<file path="src/include/adc_seq_pkg.sv">
// Shared constants, register map and carrier types of the conversion sequencer.
package adc_seq_pkg;

   // ==========================================================
   // Register byte offsets on the APB slave.
   localparam logic [7:0] OFF_CTL_A = 8'h00; // Control A.
   localparam logic [7:0] OFF_CTL_B = 8'h04; // Control B.
   localparam logic [7:0] OFF_DELAY = 8'h08; // Start delay count.
   localparam logic [7:0] OFF_RES_H = 8'h0C; // Result high byte.
   localparam logic [7:0] OFF_RES_L = 8'h10; // Result low byte.
   localparam logic [7:0] OFF_LOW_H = 8'h14; // Lower limit high byte.
   localparam logic [7:0] OFF_LOW_L = 8'h18; // Lower limit low byte.
   localparam logic [7:0] OFF_UPP_H = 8'h1C; // Upper limit high byte.
   localparam logic [7:0] OFF_UPP_L = 8'h20; // Upper limit low byte.
   localparam logic [7:0] OFF_IRQ_ST = 8'h24; // Sticky status, read only.
   localparam logic [7:0] OFF_IRQ_CLR = 8'h28; // Write one to clear.
   localparam logic [7:0] OFF_IRQ_EN = 8'h2C; // Per-source enables.
   localparam logic [7:0] OFF_IRQ_GLB = 8'h30; // Global and group enables.

   // ==========================================================
   // Field positions of the interrupt registers.
   localparam int unsigned IRQ_DONE = 0; // End of conversion.
   localparam int unsigned IRQ_LIMIT = 1; // Boundary compare hit.
   localparam int unsigned IRQ_CZERO = 2; // Comparator zero event.
   localparam int unsigned IRQ_W = 3; // Number of sources.
   localparam int unsigned GLB_EN = 0; // Global enable bit.
   localparam int unsigned GRP_EN = 1; // Multi-function group enable bit.

   // ==========================================================
   // Reset values and timing.
   localparam logic [7:0] CTL_A_RST = 8'h60; // Busy and power-off set.
   localparam logic [7:0] CTL_B_RST = 8'h00; // All clear.
   localparam logic [3:0] CONV_LAST = 4'hF; // Sixteenth converter clock.
   localparam logic [2:0] DIV_UNDEF = 3'h7; // Undefined divider code.
   localparam logic [3:0] CH_OPAMP = 4'h6; // Op-amp output channel.
   localparam logic [3:0] CH_LAST = 4'h8; // Highest defined channel.
   localparam logic [3:0] CH_GAP_LO = 4'h4; // First undefined code.
   localparam logic [3:0] CH_GAP_HI = 4'h5; // Second undefined code.

   // Control A register layout.
   typedef struct packed {
      logic soft_start_bit;
      logic conv_busy_flag;
      logic conv_power_off;
      logic result_align_sel;
      logic [3:0] input_channel_sel;
   } ctl_a_s;

   // Control B register layout; bit 5 is stored for software only.
   typedef struct packed {
      logic trigger_source_sel;
      logic delayed_start_enable;
      logic pwm_event_sel;
      logic upper_compare_mode;
      logic lower_compare_mode;
      logic [2:0] conv_clock_div_sel;
   } ctl_b_s;

   // Sequencer states, one-hot.
   typedef enum logic [3:0] {
      ST_IDLE = 4'h1,
      ST_HOLD = 4'h2,
      ST_DELAY = 4'h4,
      ST_CONV = 4'h8
   } seq_state_e;

endpackage : adc_seq_pkg

</file>
<file path="src/conv_clock_divider.sv">
// Converter clock enable divider with power-of-two ratios.
`timescale 1ns/100ps
`default_nettype none

module conv_clock_divider (
   input wire logic pclk,
   input wire logic presetn,
   input wire logic clear,
   input wire logic [2:0] div_sel,
   output logic tick
);

   // ==========================================================
   // Divider counter.
   logic [5:0] cnt_r; // Cycles since last tick.
   logic [5:0] lim; // Terminal count for the ratio.

   // The undefined code runs at the slowest ratio, keeping it safe.
   always_comb begin
      if (div_sel == adc_seq_pkg::DIV_UNDEF) begin
         lim = 6'h3F;
      end else begin
         lim = 6'((7'h01 << div_sel) - 7'h01);
      end
   end

   // One pulse every 2^sel cycles, 64 for code 7; a clear aligns the phase to a start.
   assign tick = (cnt_r == lim);

   // Counter restarts on clear so a conversion is exact in length.
   always_ff @(posedge pclk or negedge presetn) begin
      if (!presetn) begin
         cnt_r <= 6'h00;
      end else if (clear || tick) begin
         cnt_r <= 6'h00;
      end else begin
         cnt_r <= cnt_r + 6'h01;
      end
   end

endmodule : conv_clock_divider

`default_nettype wire

</file>
<file path="src/adc_conversion_sequencer.sv">
// Conversion sequencer with APB registers, limit compare and interrupts.
// How it works
// - Converter clock is system clock over 1..64.
// - Converts only while power-off bit is zero.
// - Compare result to boundaries; flag limit interrupt.
// - A conversion lasts sixteen converter clocks.
// - Start bit pulse zero-one-zero starts conversion.
// - Busy high during conversion, low with result.
// - Done interrupt needs global, own, group enables.
// - One bit selects software or PWM trigger.
// - One bit selects byte split of values.
// - Channel field routes input to converter.
// - Results are unsigned twelve-bit, full scale FFF.
// - Limit and comparator-zero are separate interrupts.
// - Align zero: high 11:4; one: high 11:8.
// - Channel codes map to inputs, others undefined.
// - Start bit held high resets, holds busy.
// - Delay equals count times system clock period.
//
// Implementation choices: register access over APB and the register offsets.
`timescale 1ns/100ps
`default_nettype none

module adc_conversion_sequencer #(
   parameter int unsigned RES_W = 12
) (
   input wire logic pclk,
   input wire logic presetn,
   input wire logic psel,
   input wire logic penable,
   input wire logic pwrite,
   input wire logic [7:0] paddr,
   input wire logic [31:0] pwdata,
   output logic [31:0] prdata,
   output logic pready,
   output logic pslverr,
   input wire logic pwm_trigger,
   input wire logic comparator_event,
   input wire logic [RES_W-1:0] sar_result,
   output logic conv_power_on,
   output logic conv_reset,
   output logic conv_start,
   output logic [3:0] conv_channel,
   output logic conv_channel_valid,
   output logic limit_compare_irq,
   output logic comparator_zero_irq,
   output logic irq
);

   // ==========================================================
   // Helpers.

   // Splits a value into its high byte per the alignment bit.
   function automatic logic [7:0] hi_byte(input logic [11:0] v,
                                          input logic al);
      hi_byte = al ? {4'h0, v[11:8]} : v[11:4];
   endfunction : hi_byte

   // Splits a value into its low byte per the alignment bit.
   function automatic logic [7:0] lo_byte(input logic [11:0] v,
                                          input logic al);
      lo_byte = al ? v[7:0] : {v[3:0], 4'h0};
   endfunction : lo_byte

   // Joins a boundary byte pair back into twelve bits.
   function automatic logic [11:0] join12(input logic [7:0] h,
                                          input logic [7:0] l,
                                          input logic al);
      join12 = al ? {h[3:0], l} : {h, l[7:4]};
   endfunction : join12

   // ==========================================================
   // Register state.
   adc_seq_pkg::ctl_a_s ctl_a_r; // Control A; busy bit unused here.
   adc_seq_pkg::ctl_b_s ctl_b_r; // Control B.
   logic [7:0] start_delay_count; // Delay in system clocks.
   logic [7:0] lower_limit_high_byte;
   logic [7:0] lower_limit_low_byte;
   logic [7:0] upper_limit_high_byte;
   logic [7:0] upper_limit_low_byte;
   logic [11:0] result_r; // Last valid conversion value.
   logic conv_busy_flag; // Read-only busy flag.
   logic [adc_seq_pkg::IRQ_W-1:0] irq_st_r; // Sticky status.
   logic [adc_seq_pkg::IRQ_W-1:0] irq_en_r; // Source enables.
   logic [1:0] irq_glb_r; // Global and group enables.
   logic [31:0] prdata_r; // Read data captured in setup.

   // Sequencer state.
   adc_seq_pkg::seq_state_e state_r;
   adc_seq_pkg::seq_state_e state_nxt;
   logic [7:0] dly_r; // Remaining delay cycles.
   logic [3:0] tick_cnt_r; // Converter clocks done so far.
   logic [2:0] div_sel_r; // Ratio frozen for a conversion.
   logic tick; // Converter clock enable.
   logic powered; // Converter powered.
   logic done; // Last cycle of a conversion.
   logic pwm_take; // PWM trigger accepted.
   logic soft_sel; // Software trigger selected.
   logic limit_hit; // Boundary condition met.
   logic [11:0] low_lim; // Lower boundary.
   logic [11:0] upp_lim; // Upper boundary.
   logic gl_en; // Global interrupt enable.

   // ==========================================================
   // APB decode. Zero wait states; unmapped access answers an error.
   logic wr; // Write takes effect this edge.
   logic rd_setup; // Read setup phase.
   logic addr_ok; // Address is mapped.
   logic [adc_seq_pkg::IRQ_W-1:0] clr_w; // Status bits to clear.

   always_comb begin
      case (paddr)
         adc_seq_pkg::OFF_CTL_A, adc_seq_pkg::OFF_CTL_B,
         adc_seq_pkg::OFF_DELAY, adc_seq_pkg::OFF_RES_H,
         adc_seq_pkg::OFF_RES_L, adc_seq_pkg::OFF_LOW_H,
         adc_seq_pkg::OFF_LOW_L, adc_seq_pkg::OFF_UPP_H,
         adc_seq_pkg::OFF_UPP_L, adc_seq_pkg::OFF_IRQ_ST,
         adc_seq_pkg::OFF_IRQ_CLR, adc_seq_pkg::OFF_IRQ_EN,
         adc_seq_pkg::OFF_IRQ_GLB: addr_ok = 1'b1;
         default: addr_ok = 1'b0;
      endcase
   end

   assign wr = psel && penable && pwrite && addr_ok;
   assign rd_setup = psel && !penable && !pwrite;
   assign pready = 1'b1;
   assign pslverr = psel && penable && !addr_ok;
   assign prdata = prdata_r;
   assign clr_w = (wr && paddr == adc_seq_pkg::OFF_IRQ_CLR) ?
                  pwdata[adc_seq_pkg::IRQ_W-1:0] : '0;

   // Read data is latched in the setup cycle so it leaves a flip-flop.
   always_ff @(posedge pclk or negedge presetn) begin
      if (!presetn) begin
         prdata_r <= 32'h0000_0000;
      end else if (rd_setup) begin
         prdata_r <= 32'h0000_0000;
         case (paddr)
            adc_seq_pkg::OFF_CTL_A: prdata_r[7:0] <= {ctl_a_r[7],
               conv_busy_flag, ctl_a_r[5:0]};
            adc_seq_pkg::OFF_CTL_B: prdata_r[7:0] <= ctl_b_r;
            adc_seq_pkg::OFF_DELAY: prdata_r[7:0] <= start_delay_count;
            adc_seq_pkg::OFF_RES_H: prdata_r[7:0] <=
               hi_byte(result_r, ctl_a_r.result_align_sel);
            adc_seq_pkg::OFF_RES_L: prdata_r[7:0] <=
               lo_byte(result_r, ctl_a_r.result_align_sel);
            adc_seq_pkg::OFF_LOW_H: prdata_r[7:0] <= lower_limit_high_byte;
            adc_seq_pkg::OFF_LOW_L: prdata_r[7:0] <= lower_limit_low_byte;
            adc_seq_pkg::OFF_UPP_H: prdata_r[7:0] <= upper_limit_high_byte;
            adc_seq_pkg::OFF_UPP_L: prdata_r[7:0] <= upper_limit_low_byte;
            adc_seq_pkg::OFF_IRQ_ST:
               prdata_r[adc_seq_pkg::IRQ_W-1:0] <= irq_st_r;
            adc_seq_pkg::OFF_IRQ_EN:
               prdata_r[adc_seq_pkg::IRQ_W-1:0] <= irq_en_r;
            adc_seq_pkg::OFF_IRQ_GLB: prdata_r[1:0] <= irq_glb_r;
            default: prdata_r <= 32'h0000_0000;
         endcase
      end
   end

   // Software-written configuration registers.
   always_ff @(posedge pclk or negedge presetn) begin
      if (!presetn) begin
         ctl_a_r <= adc_seq_pkg::CTL_A_RST;
         ctl_b_r <= adc_seq_pkg::CTL_B_RST;
         start_delay_count <= 8'h00;
         lower_limit_high_byte <= 8'h00;
         lower_limit_low_byte <= 8'h00;
         upper_limit_high_byte <= 8'h00;
         upper_limit_low_byte <= 8'h00;
         irq_en_r <= '0;
         irq_glb_r <= 2'h0;
      end else if (wr) begin
         case (paddr)
            adc_seq_pkg::OFF_CTL_A: ctl_a_r <= pwdata[7:0];
            adc_seq_pkg::OFF_CTL_B: ctl_b_r <= pwdata[7:0];
            adc_seq_pkg::OFF_DELAY: start_delay_count <= pwdata[7:0];
            adc_seq_pkg::OFF_LOW_H: lower_limit_high_byte <= pwdata[7:0];
            adc_seq_pkg::OFF_LOW_L: lower_limit_low_byte <= pwdata[7:0];
            adc_seq_pkg::OFF_UPP_H: upper_limit_high_byte <= pwdata[7:0];
            adc_seq_pkg::OFF_UPP_L: upper_limit_low_byte <= pwdata[7:0];
            adc_seq_pkg::OFF_IRQ_EN:
               irq_en_r <= pwdata[adc_seq_pkg::IRQ_W-1:0];
            adc_seq_pkg::OFF_IRQ_GLB: irq_glb_r <= pwdata[1:0];
            default: ;
         endcase
      end
   end

   // ==========================================================
   // Converter clock, channel routing and power.
   assign powered = !ctl_a_r.conv_power_off;
   assign conv_power_on = powered;
   assign conv_channel = ctl_a_r.input_channel_sel;

   // Gap codes and codes above the last input are flagged undefined.
   assign conv_channel_valid = (conv_channel <= adc_seq_pkg::CH_LAST) &&
      (conv_channel != adc_seq_pkg::CH_GAP_LO) &&
      (conv_channel != adc_seq_pkg::CH_GAP_HI);

   conv_clock_divider u_div (
      .pclk(pclk),
      .presetn(presetn),
      .clear(conv_start),
      .div_sel(div_sel_r),
      .tick(tick)
   );

   // ==========================================================
   // Sequencer.
   assign soft_sel = !ctl_b_r.trigger_source_sel;
   assign pwm_take = powered && !soft_sel && pwm_trigger &&
                     state_r == adc_seq_pkg::ST_IDLE;
   // Gated by power, so an abort on the last tick keeps the old result.
   assign done = powered && state_r == adc_seq_pkg::ST_CONV && tick &&
                 tick_cnt_r == adc_seq_pkg::CONV_LAST;
   assign conv_start = state_r != adc_seq_pkg::ST_CONV &&
                       state_nxt == adc_seq_pkg::ST_CONV;
   assign conv_reset = state_r == adc_seq_pkg::ST_HOLD;

   // With the software trigger selected, a high start bit wins over everything but power-off and parks the converter.
   always_comb begin
      state_nxt = state_r;
      if (!powered) begin
         state_nxt = adc_seq_pkg::ST_IDLE;
      end else if (soft_sel && ctl_a_r.soft_start_bit) begin
         state_nxt = adc_seq_pkg::ST_HOLD;
      end else begin
         case (state_r)
            adc_seq_pkg::ST_IDLE: begin
               if (pwm_take) begin
                  // A zero count means start at once.
                  if (ctl_b_r.delayed_start_enable &&
                      start_delay_count != 8'h00) begin
                     state_nxt = adc_seq_pkg::ST_DELAY;
                  end else begin
                     state_nxt = adc_seq_pkg::ST_CONV;
                  end
               end
            end
            adc_seq_pkg::ST_HOLD: begin
               // Falling start bit completes the pulse.
               state_nxt = soft_sel ? adc_seq_pkg::ST_CONV :
                           adc_seq_pkg::ST_IDLE;
            end
            adc_seq_pkg::ST_DELAY: begin
               if (dly_r == 8'h01) begin
                  state_nxt = adc_seq_pkg::ST_CONV;
               end
            end
            adc_seq_pkg::ST_CONV: begin
               if (done) begin
                  state_nxt = adc_seq_pkg::ST_IDLE;
               end
            end
            default: state_nxt = adc_seq_pkg::ST_IDLE;
         endcase
      end
   end

   // State, delay and converter clock counters.
   always_ff @(posedge pclk or negedge presetn) begin
      if (!presetn) begin
         state_r <= adc_seq_pkg::ST_IDLE;
         dly_r <= 8'h00;
         tick_cnt_r <= 4'h0;
         div_sel_r <= 3'h0;
      end else begin
         state_r <= state_nxt;
         if (pwm_take) begin
            dly_r <= start_delay_count;
         end else if (state_r == adc_seq_pkg::ST_DELAY) begin
            dly_r <= dly_r - 8'h01;
         end
         if (conv_start) begin
            tick_cnt_r <= 4'h0;
            div_sel_r <= ctl_b_r.conv_clock_div_sel;
         end else if (state_r == adc_seq_pkg::ST_CONV && tick) begin
            tick_cnt_r <= tick_cnt_r + 4'h1;
         end
      end
   end

   // Busy rises on hold or start; falls with the result load.
   // It resets high and stays so until a first conversion ends or a power-off aborts a hold, delay or conversion.
   always_ff @(posedge pclk or negedge presetn) begin
      if (!presetn) begin
         conv_busy_flag <= 1'b1;
         result_r <= 12'h000;
      end else if (done) begin
         conv_busy_flag <= 1'b0;
         result_r <= sar_result[11:0];
      end else if (state_nxt == adc_seq_pkg::ST_HOLD || conv_start) begin
         conv_busy_flag <= 1'b1;
      end else if (!powered && state_r != adc_seq_pkg::ST_IDLE) begin
         conv_busy_flag <= 1'b0;
      end
   end

   // ==========================================================
   // Boundary compare on the fresh result.
   assign low_lim = join12(lower_limit_high_byte, lower_limit_low_byte,
                           ctl_a_r.result_align_sel);
   assign upp_lim = join12(upper_limit_high_byte, upper_limit_low_byte,
                           ctl_a_r.result_align_sel);

   always_comb begin
      case ({ctl_b_r.upper_compare_mode, ctl_b_r.lower_compare_mode})
         2'h0: limit_hit = sar_result >= low_lim && sar_result <= upp_lim;
         2'h1: limit_hit = sar_result < low_lim;
         2'h2: limit_hit = sar_result > upp_lim;
         default: limit_hit = sar_result < low_lim || sar_result > upp_lim;
      endcase
   end

   // ==========================================================
   // Interrupts. A set in the same cycle as a clear wins.
   always_ff @(posedge pclk or negedge presetn) begin
      if (!presetn) begin
         irq_st_r <= '0;
      end else begin
         irq_st_r[adc_seq_pkg::IRQ_DONE] <= done ||
            (irq_st_r[adc_seq_pkg::IRQ_DONE] &&
             !clr_w[adc_seq_pkg::IRQ_DONE]);
         irq_st_r[adc_seq_pkg::IRQ_LIMIT] <= (done && limit_hit) ||
            (irq_st_r[adc_seq_pkg::IRQ_LIMIT] &&
             !clr_w[adc_seq_pkg::IRQ_LIMIT]);
         irq_st_r[adc_seq_pkg::IRQ_CZERO] <= comparator_event ||
            (irq_st_r[adc_seq_pkg::IRQ_CZERO] &&
             !clr_w[adc_seq_pkg::IRQ_CZERO]);
      end
   end

   assign gl_en = irq_glb_r[adc_seq_pkg::GLB_EN];
   assign limit_compare_irq = gl_en && irq_st_r[adc_seq_pkg::IRQ_LIMIT] &&
                              irq_en_r[adc_seq_pkg::IRQ_LIMIT];
   assign comparator_zero_irq = gl_en && irq_st_r[adc_seq_pkg::IRQ_CZERO] &&
                                irq_en_r[adc_seq_pkg::IRQ_CZERO];
   assign irq = limit_compare_irq || comparator_zero_irq ||
                (gl_en && irq_glb_r[adc_seq_pkg::GRP_EN] &&
                 irq_st_r[adc_seq_pkg::IRQ_DONE] &&
                 irq_en_r[adc_seq_pkg::IRQ_DONE]);

   int unsigned conv_cyc; // Cycles spent converting.
   always_ff @(posedge pclk or negedge presetn) begin
      if (!presetn) begin
         conv_cyc <= 0;
      end else begin
         conv_cyc <= conv_start ? 0 : conv_cyc + 1;
      end
   end
endmodule : adc_conversion_sequencer

`default_nettype wire

</file>
<file path="config.mk">
export PLATFORM = sky130hd
export DESIGN_NAME = adc_conversion_sequencer
export DESIGN_NICKNAME = d
export VERILOG_FILES = /design/src/include/adc_seq_pkg.sv /design/src/conv_clock_divider.sv /design/src/adc_conversion_sequencer.sv
export SDC_FILE = /design/constraint.sdc
export NUM_CORES = 1
export LEC_CHECK = 0
export BUFFER_PORTS_ARGS = -buffer_cell sky130_fd_sc_hd__buf_2
export CAP_MARGIN = 0
export CORE_MARGIN = 3
export CORE_UTILIZATION = 50
export CTS_CLUSTER_SIZE = 16
export DETAILED_ROUTE_END_ITERATION = 7
export PLACE_DENSITY = 0.84
export SYNTH_ARGS = -nofsm -noshare
export SYNTH_HDL_FRONTEND = slang
export SYNTH_SLANG_ARGS = --single-unit
export TNS_END_PERCENT = 100
</file>
<file path="constraint.sdc">
create_clock -name pclk -period 6 [get_ports pclk]
set_clock_uncertainty 0.2 [all_clocks]
set_input_delay 0.9 -clock pclk [delete_from_list [all_inputs] [get_ports pclk]]
set_output_delay 0.9 -clock pclk [all_outputs]
set_load 0.005 [all_outputs]
</file>
==> results.py <==
metrics = {
    "synthesis": {
        "ys_seq_area_frac": 0.412,
        "syn_area_sq_um": 6630,
        "synth_most_common_cell": "dfrtp_1",
        "syn_avg_cell_area_sq_um": 10.6,
        "synth-edff-count": 0,
        "ys_ff_latch": 109,
        "synth-async-reset-ratio": 1.00,
        "ys.warnings.count": 0,
        "yosys-top-cells-count": "dfrtp_1 (106), mux2_2 (84), nand2_1 (41), nor2_1 (37)",
        "syn_inst": 625,
        "synth_cell_types": 75,
        "ys.flop_type": "dfrtp_1",
        "synth_area_leaders": "dfrtp_1 (40%), mux2_2 (14%), ha_1 (5.3%)",
        "synth_area_leader_cell": "dfrtp_1",
        "synth_top_cell_area_share": 0.400,
    },
    "critical_path": {
        "arrival_ns": 2.62,
        "end_kind": "output pin",
        "cp_max_fo": 10,
        "ff2ff_setup_slack_ns": 2.73,
        "reg2reg_from": "ctl_a_r[4]",
        "rr_worst_depth": 8,
        "worstPathRequired_ns": 4.90,
        "critPathLaunchType": "flop",
        "r2r-end": "irq_st_r[1]",
        "path_class": "reg2out",
    },
    "cts": {
        "cts_made_buffers": 9,
        "cts_tree": "yes",
        "cts_resized": 0,
        "cts.reportedPaths.clkPinSlew_ns": 0.08,
        "post_cts_buffers": 0,
        "clock_path_buffers": 2,
        "cts_hold_buf": 0,
        "clk_latency_ns": 0.36,
        "root_buffer": "clkbuf_16",
        "cts_max_level": 3,
        "cts.sink_count": 109,
    },
    "routing": {
        "drt_wl_total_um": 17600,
        "vias": 5266,
        "ant_nets": 0,
        "avgRoutedWirePerCell_um": 20.9,
        "drc": 0,
        "vias_per_cell": 6.26,
        "initialDrtViolationCount": 561,
        "firstDrtPassIters": 5,
    },
    "global_route": {
        "grt_usage": 0.244,
        "gr-total-overflow": 0,
        "grt_max_degree": 57,
        "grt_first_pass_wirelength_um": 27900,
        "antenna_found_initial": 0,
        "grt_pass1_vias": 5169,
    },
    "final_layout": {
        "instances_no_fill": 841,
        "area_growth_pct": 9.18,
        "diodes": 0,
        "regArea_sq_um": 2730,
        "multi_input_area_sq_um": 3600,
        "drive_above_1_share": 0.277,
        "nNetsFinal": 751,
        "fillers": 1069,
    },
    "run_status": {
        "status": "completed",
    },
    "power_and_ir_drop": {
        "power.total_mw": 1.60,
        "leakagePower_nw": 3.20,
        "ir_drop_mv": 0.144,
        "power-per-cell-area_nw_per_um2": 221,
    },
    "die": {
        "chipWidth_um": 121,
        "die_area_sq_um": 14700,
        "start_util": 0.519,
        "rows": 41,
        "die_h_um": 121,
        "coreArea_sq_um": 12800,
        "ios": 104,
    },
    "min_path": {
        "hold_start": "irq_st_r[0]",
        "hold-path-cell-count": 1,
        "min_to": "irq_st_r[0]",
        "hp-class": "reg2reg",
    },
    "timing": {
        "hold_violations": 0,
        "layout_min_cycle_time_ns": 3.72,
        "report.final.slew_viol_count": 0,
        "rsz0062_at_grt": "false",
        "fin_ws_ns": 2.28,
        "fin_crit_sh": 0.621,
        "worst_pin_slew_ns": 1.06,
        "slew_headroom": 0.274,
        "setup_viol_count_final": 0,
        "max_freq_mhz": 268,
        "setup_tns_ns": 0,
    },
    "placement": {
        "dp_slack_ns": 2.19,
        "numPortBuffers": 54,
        "gp_congestion": 0.947,
        "placedCellCount": 825,
        "hpwl_um": 13000,
    },
    "run": {
        "max-cap-violations": 0,
    },
}
==> cell type report <==
class,count,area share
multi-input cells,467,0.497
flip-flops and latches,109,0.378
inverters,18,0.00934
repair buffers,59,0.0429
well taps,172,0.0297
clock inverters,7,0.0119
clock buffers,9,0.0311
==> sequential cells by signal (all words and copies together), names as in the netlist, 4 cells and up <==
signal / count
conv_channel: 4
ctl_b_r: 8
dly_r: 8
lower_limit_high_byte: 8
lower_limit_low_byte: 8
prdata: 8
result_r: 12
start_delay_count: 8
state_r: 4
tick_cnt_r: 4
u_div.cnt_r: 6
upper_limit_high_byte: 8
upper_limit_low_byte: 8
==> routing by layer <==
layer | wire length [um] | vias to the layer above | track usage | part of all wire
met4 | 564 | 0 | 0.0847 | 0.032
met5 | 0 | - | 0 | 0
li1 | - | 2373 | - | -
met3 | 1330 | 47 | 0.0396 | 0.076
met1 | 7500 | 2586 | 0.334 | 0.43
met2 | 8200 | 260 | 0.397 | 0.47
==> cells in the final DEF, fill, tap and decap left out, types with 4 or more instances in the layout <==
cell	instances
a21o_1	5
xor2_1	6
a22oi_1	7
conb_1	25
clkbuf_16	9
nor2b_1	4
nand4_1	7
ha_1	28
nor4_1	7
nor2_1	37
inv_1	18
nand2_1	41
o21ai_0	23
a32oi_1	4
and3_1	7
a221oi_1	6
a222oi_1	4
a21oi_1	27
dfrtp_1	105
nand3_1	14
buf_2	53
mux2i_1	31
buf_4	6
and4_1	4
mux2_2	84
a31oi_1	9
nor3_1	11
==> metrics by stage <==
stage	util	hold WS [ns]	instance area, sq um
finish	0.566	0.323	7240
global route	0.566	0.343	7240
CTS	0.566	0.317	7240
detailed placement	0.542	0.299	6920
global placement	0.542	0.291	6920
floorplan	-	0.265	6710
==> logic make-up after synthesis <==
group | count (synthesis) | synth area share
simple gates | 168 | 0.140
fa+ha+maj | 28 | 0.0529
mux | 116 | 0.193
compound gates | 121 | 0.130
other cells | 2 | 0.00113
xor+xnor | 9 | 0.0119
buf+inv | 72 | 0.0589
flops | 109 | 0.412
==> worst max path at each step <==
| stage | cells past startpoint | slack, ns | startpoint | endpoint |
|---|---|---|---|---|
| floorplan | 11 | 2.55 | ctl_a_r[4] | irq_st_r[1] |
| global placement | 6 | 2.26 | paddr[3] | upper_limit_low_byte[3] |
| detailed placement | 6 | 2.19 | paddr[3] | upper_limit_low_byte[5] |
| CTS | 5 | 2.28 | start_delay_count[5] | conv_start |
| global route | 5 | 2.07 | dly_r[4] | conv_start |
| finish | 5 | 2.28 | start_delay_count[5] | conv_start |
==> worst max-delay path, cell delays in order, from the launching register on <==
cell and delay, ns:
dfrtp_1 0.46, or4_1 0.54, o21ai_2 0.19, o22ai_2 0.12
a2111oi_4 0.72, buf_2 0.23
==> report_power, final <==
group	switching (mW)	total [mW]	internal, mW	leakage, nW
clock network	0.298	0.633	0.335	0.156
registers	0.0256	0.792	0.767	1.43
logic	0.112	0.176	0.0635	1.61
total	0.436	1.60	1.17	3.20
No activity file was read; power rests on OpenSTA's default activity.
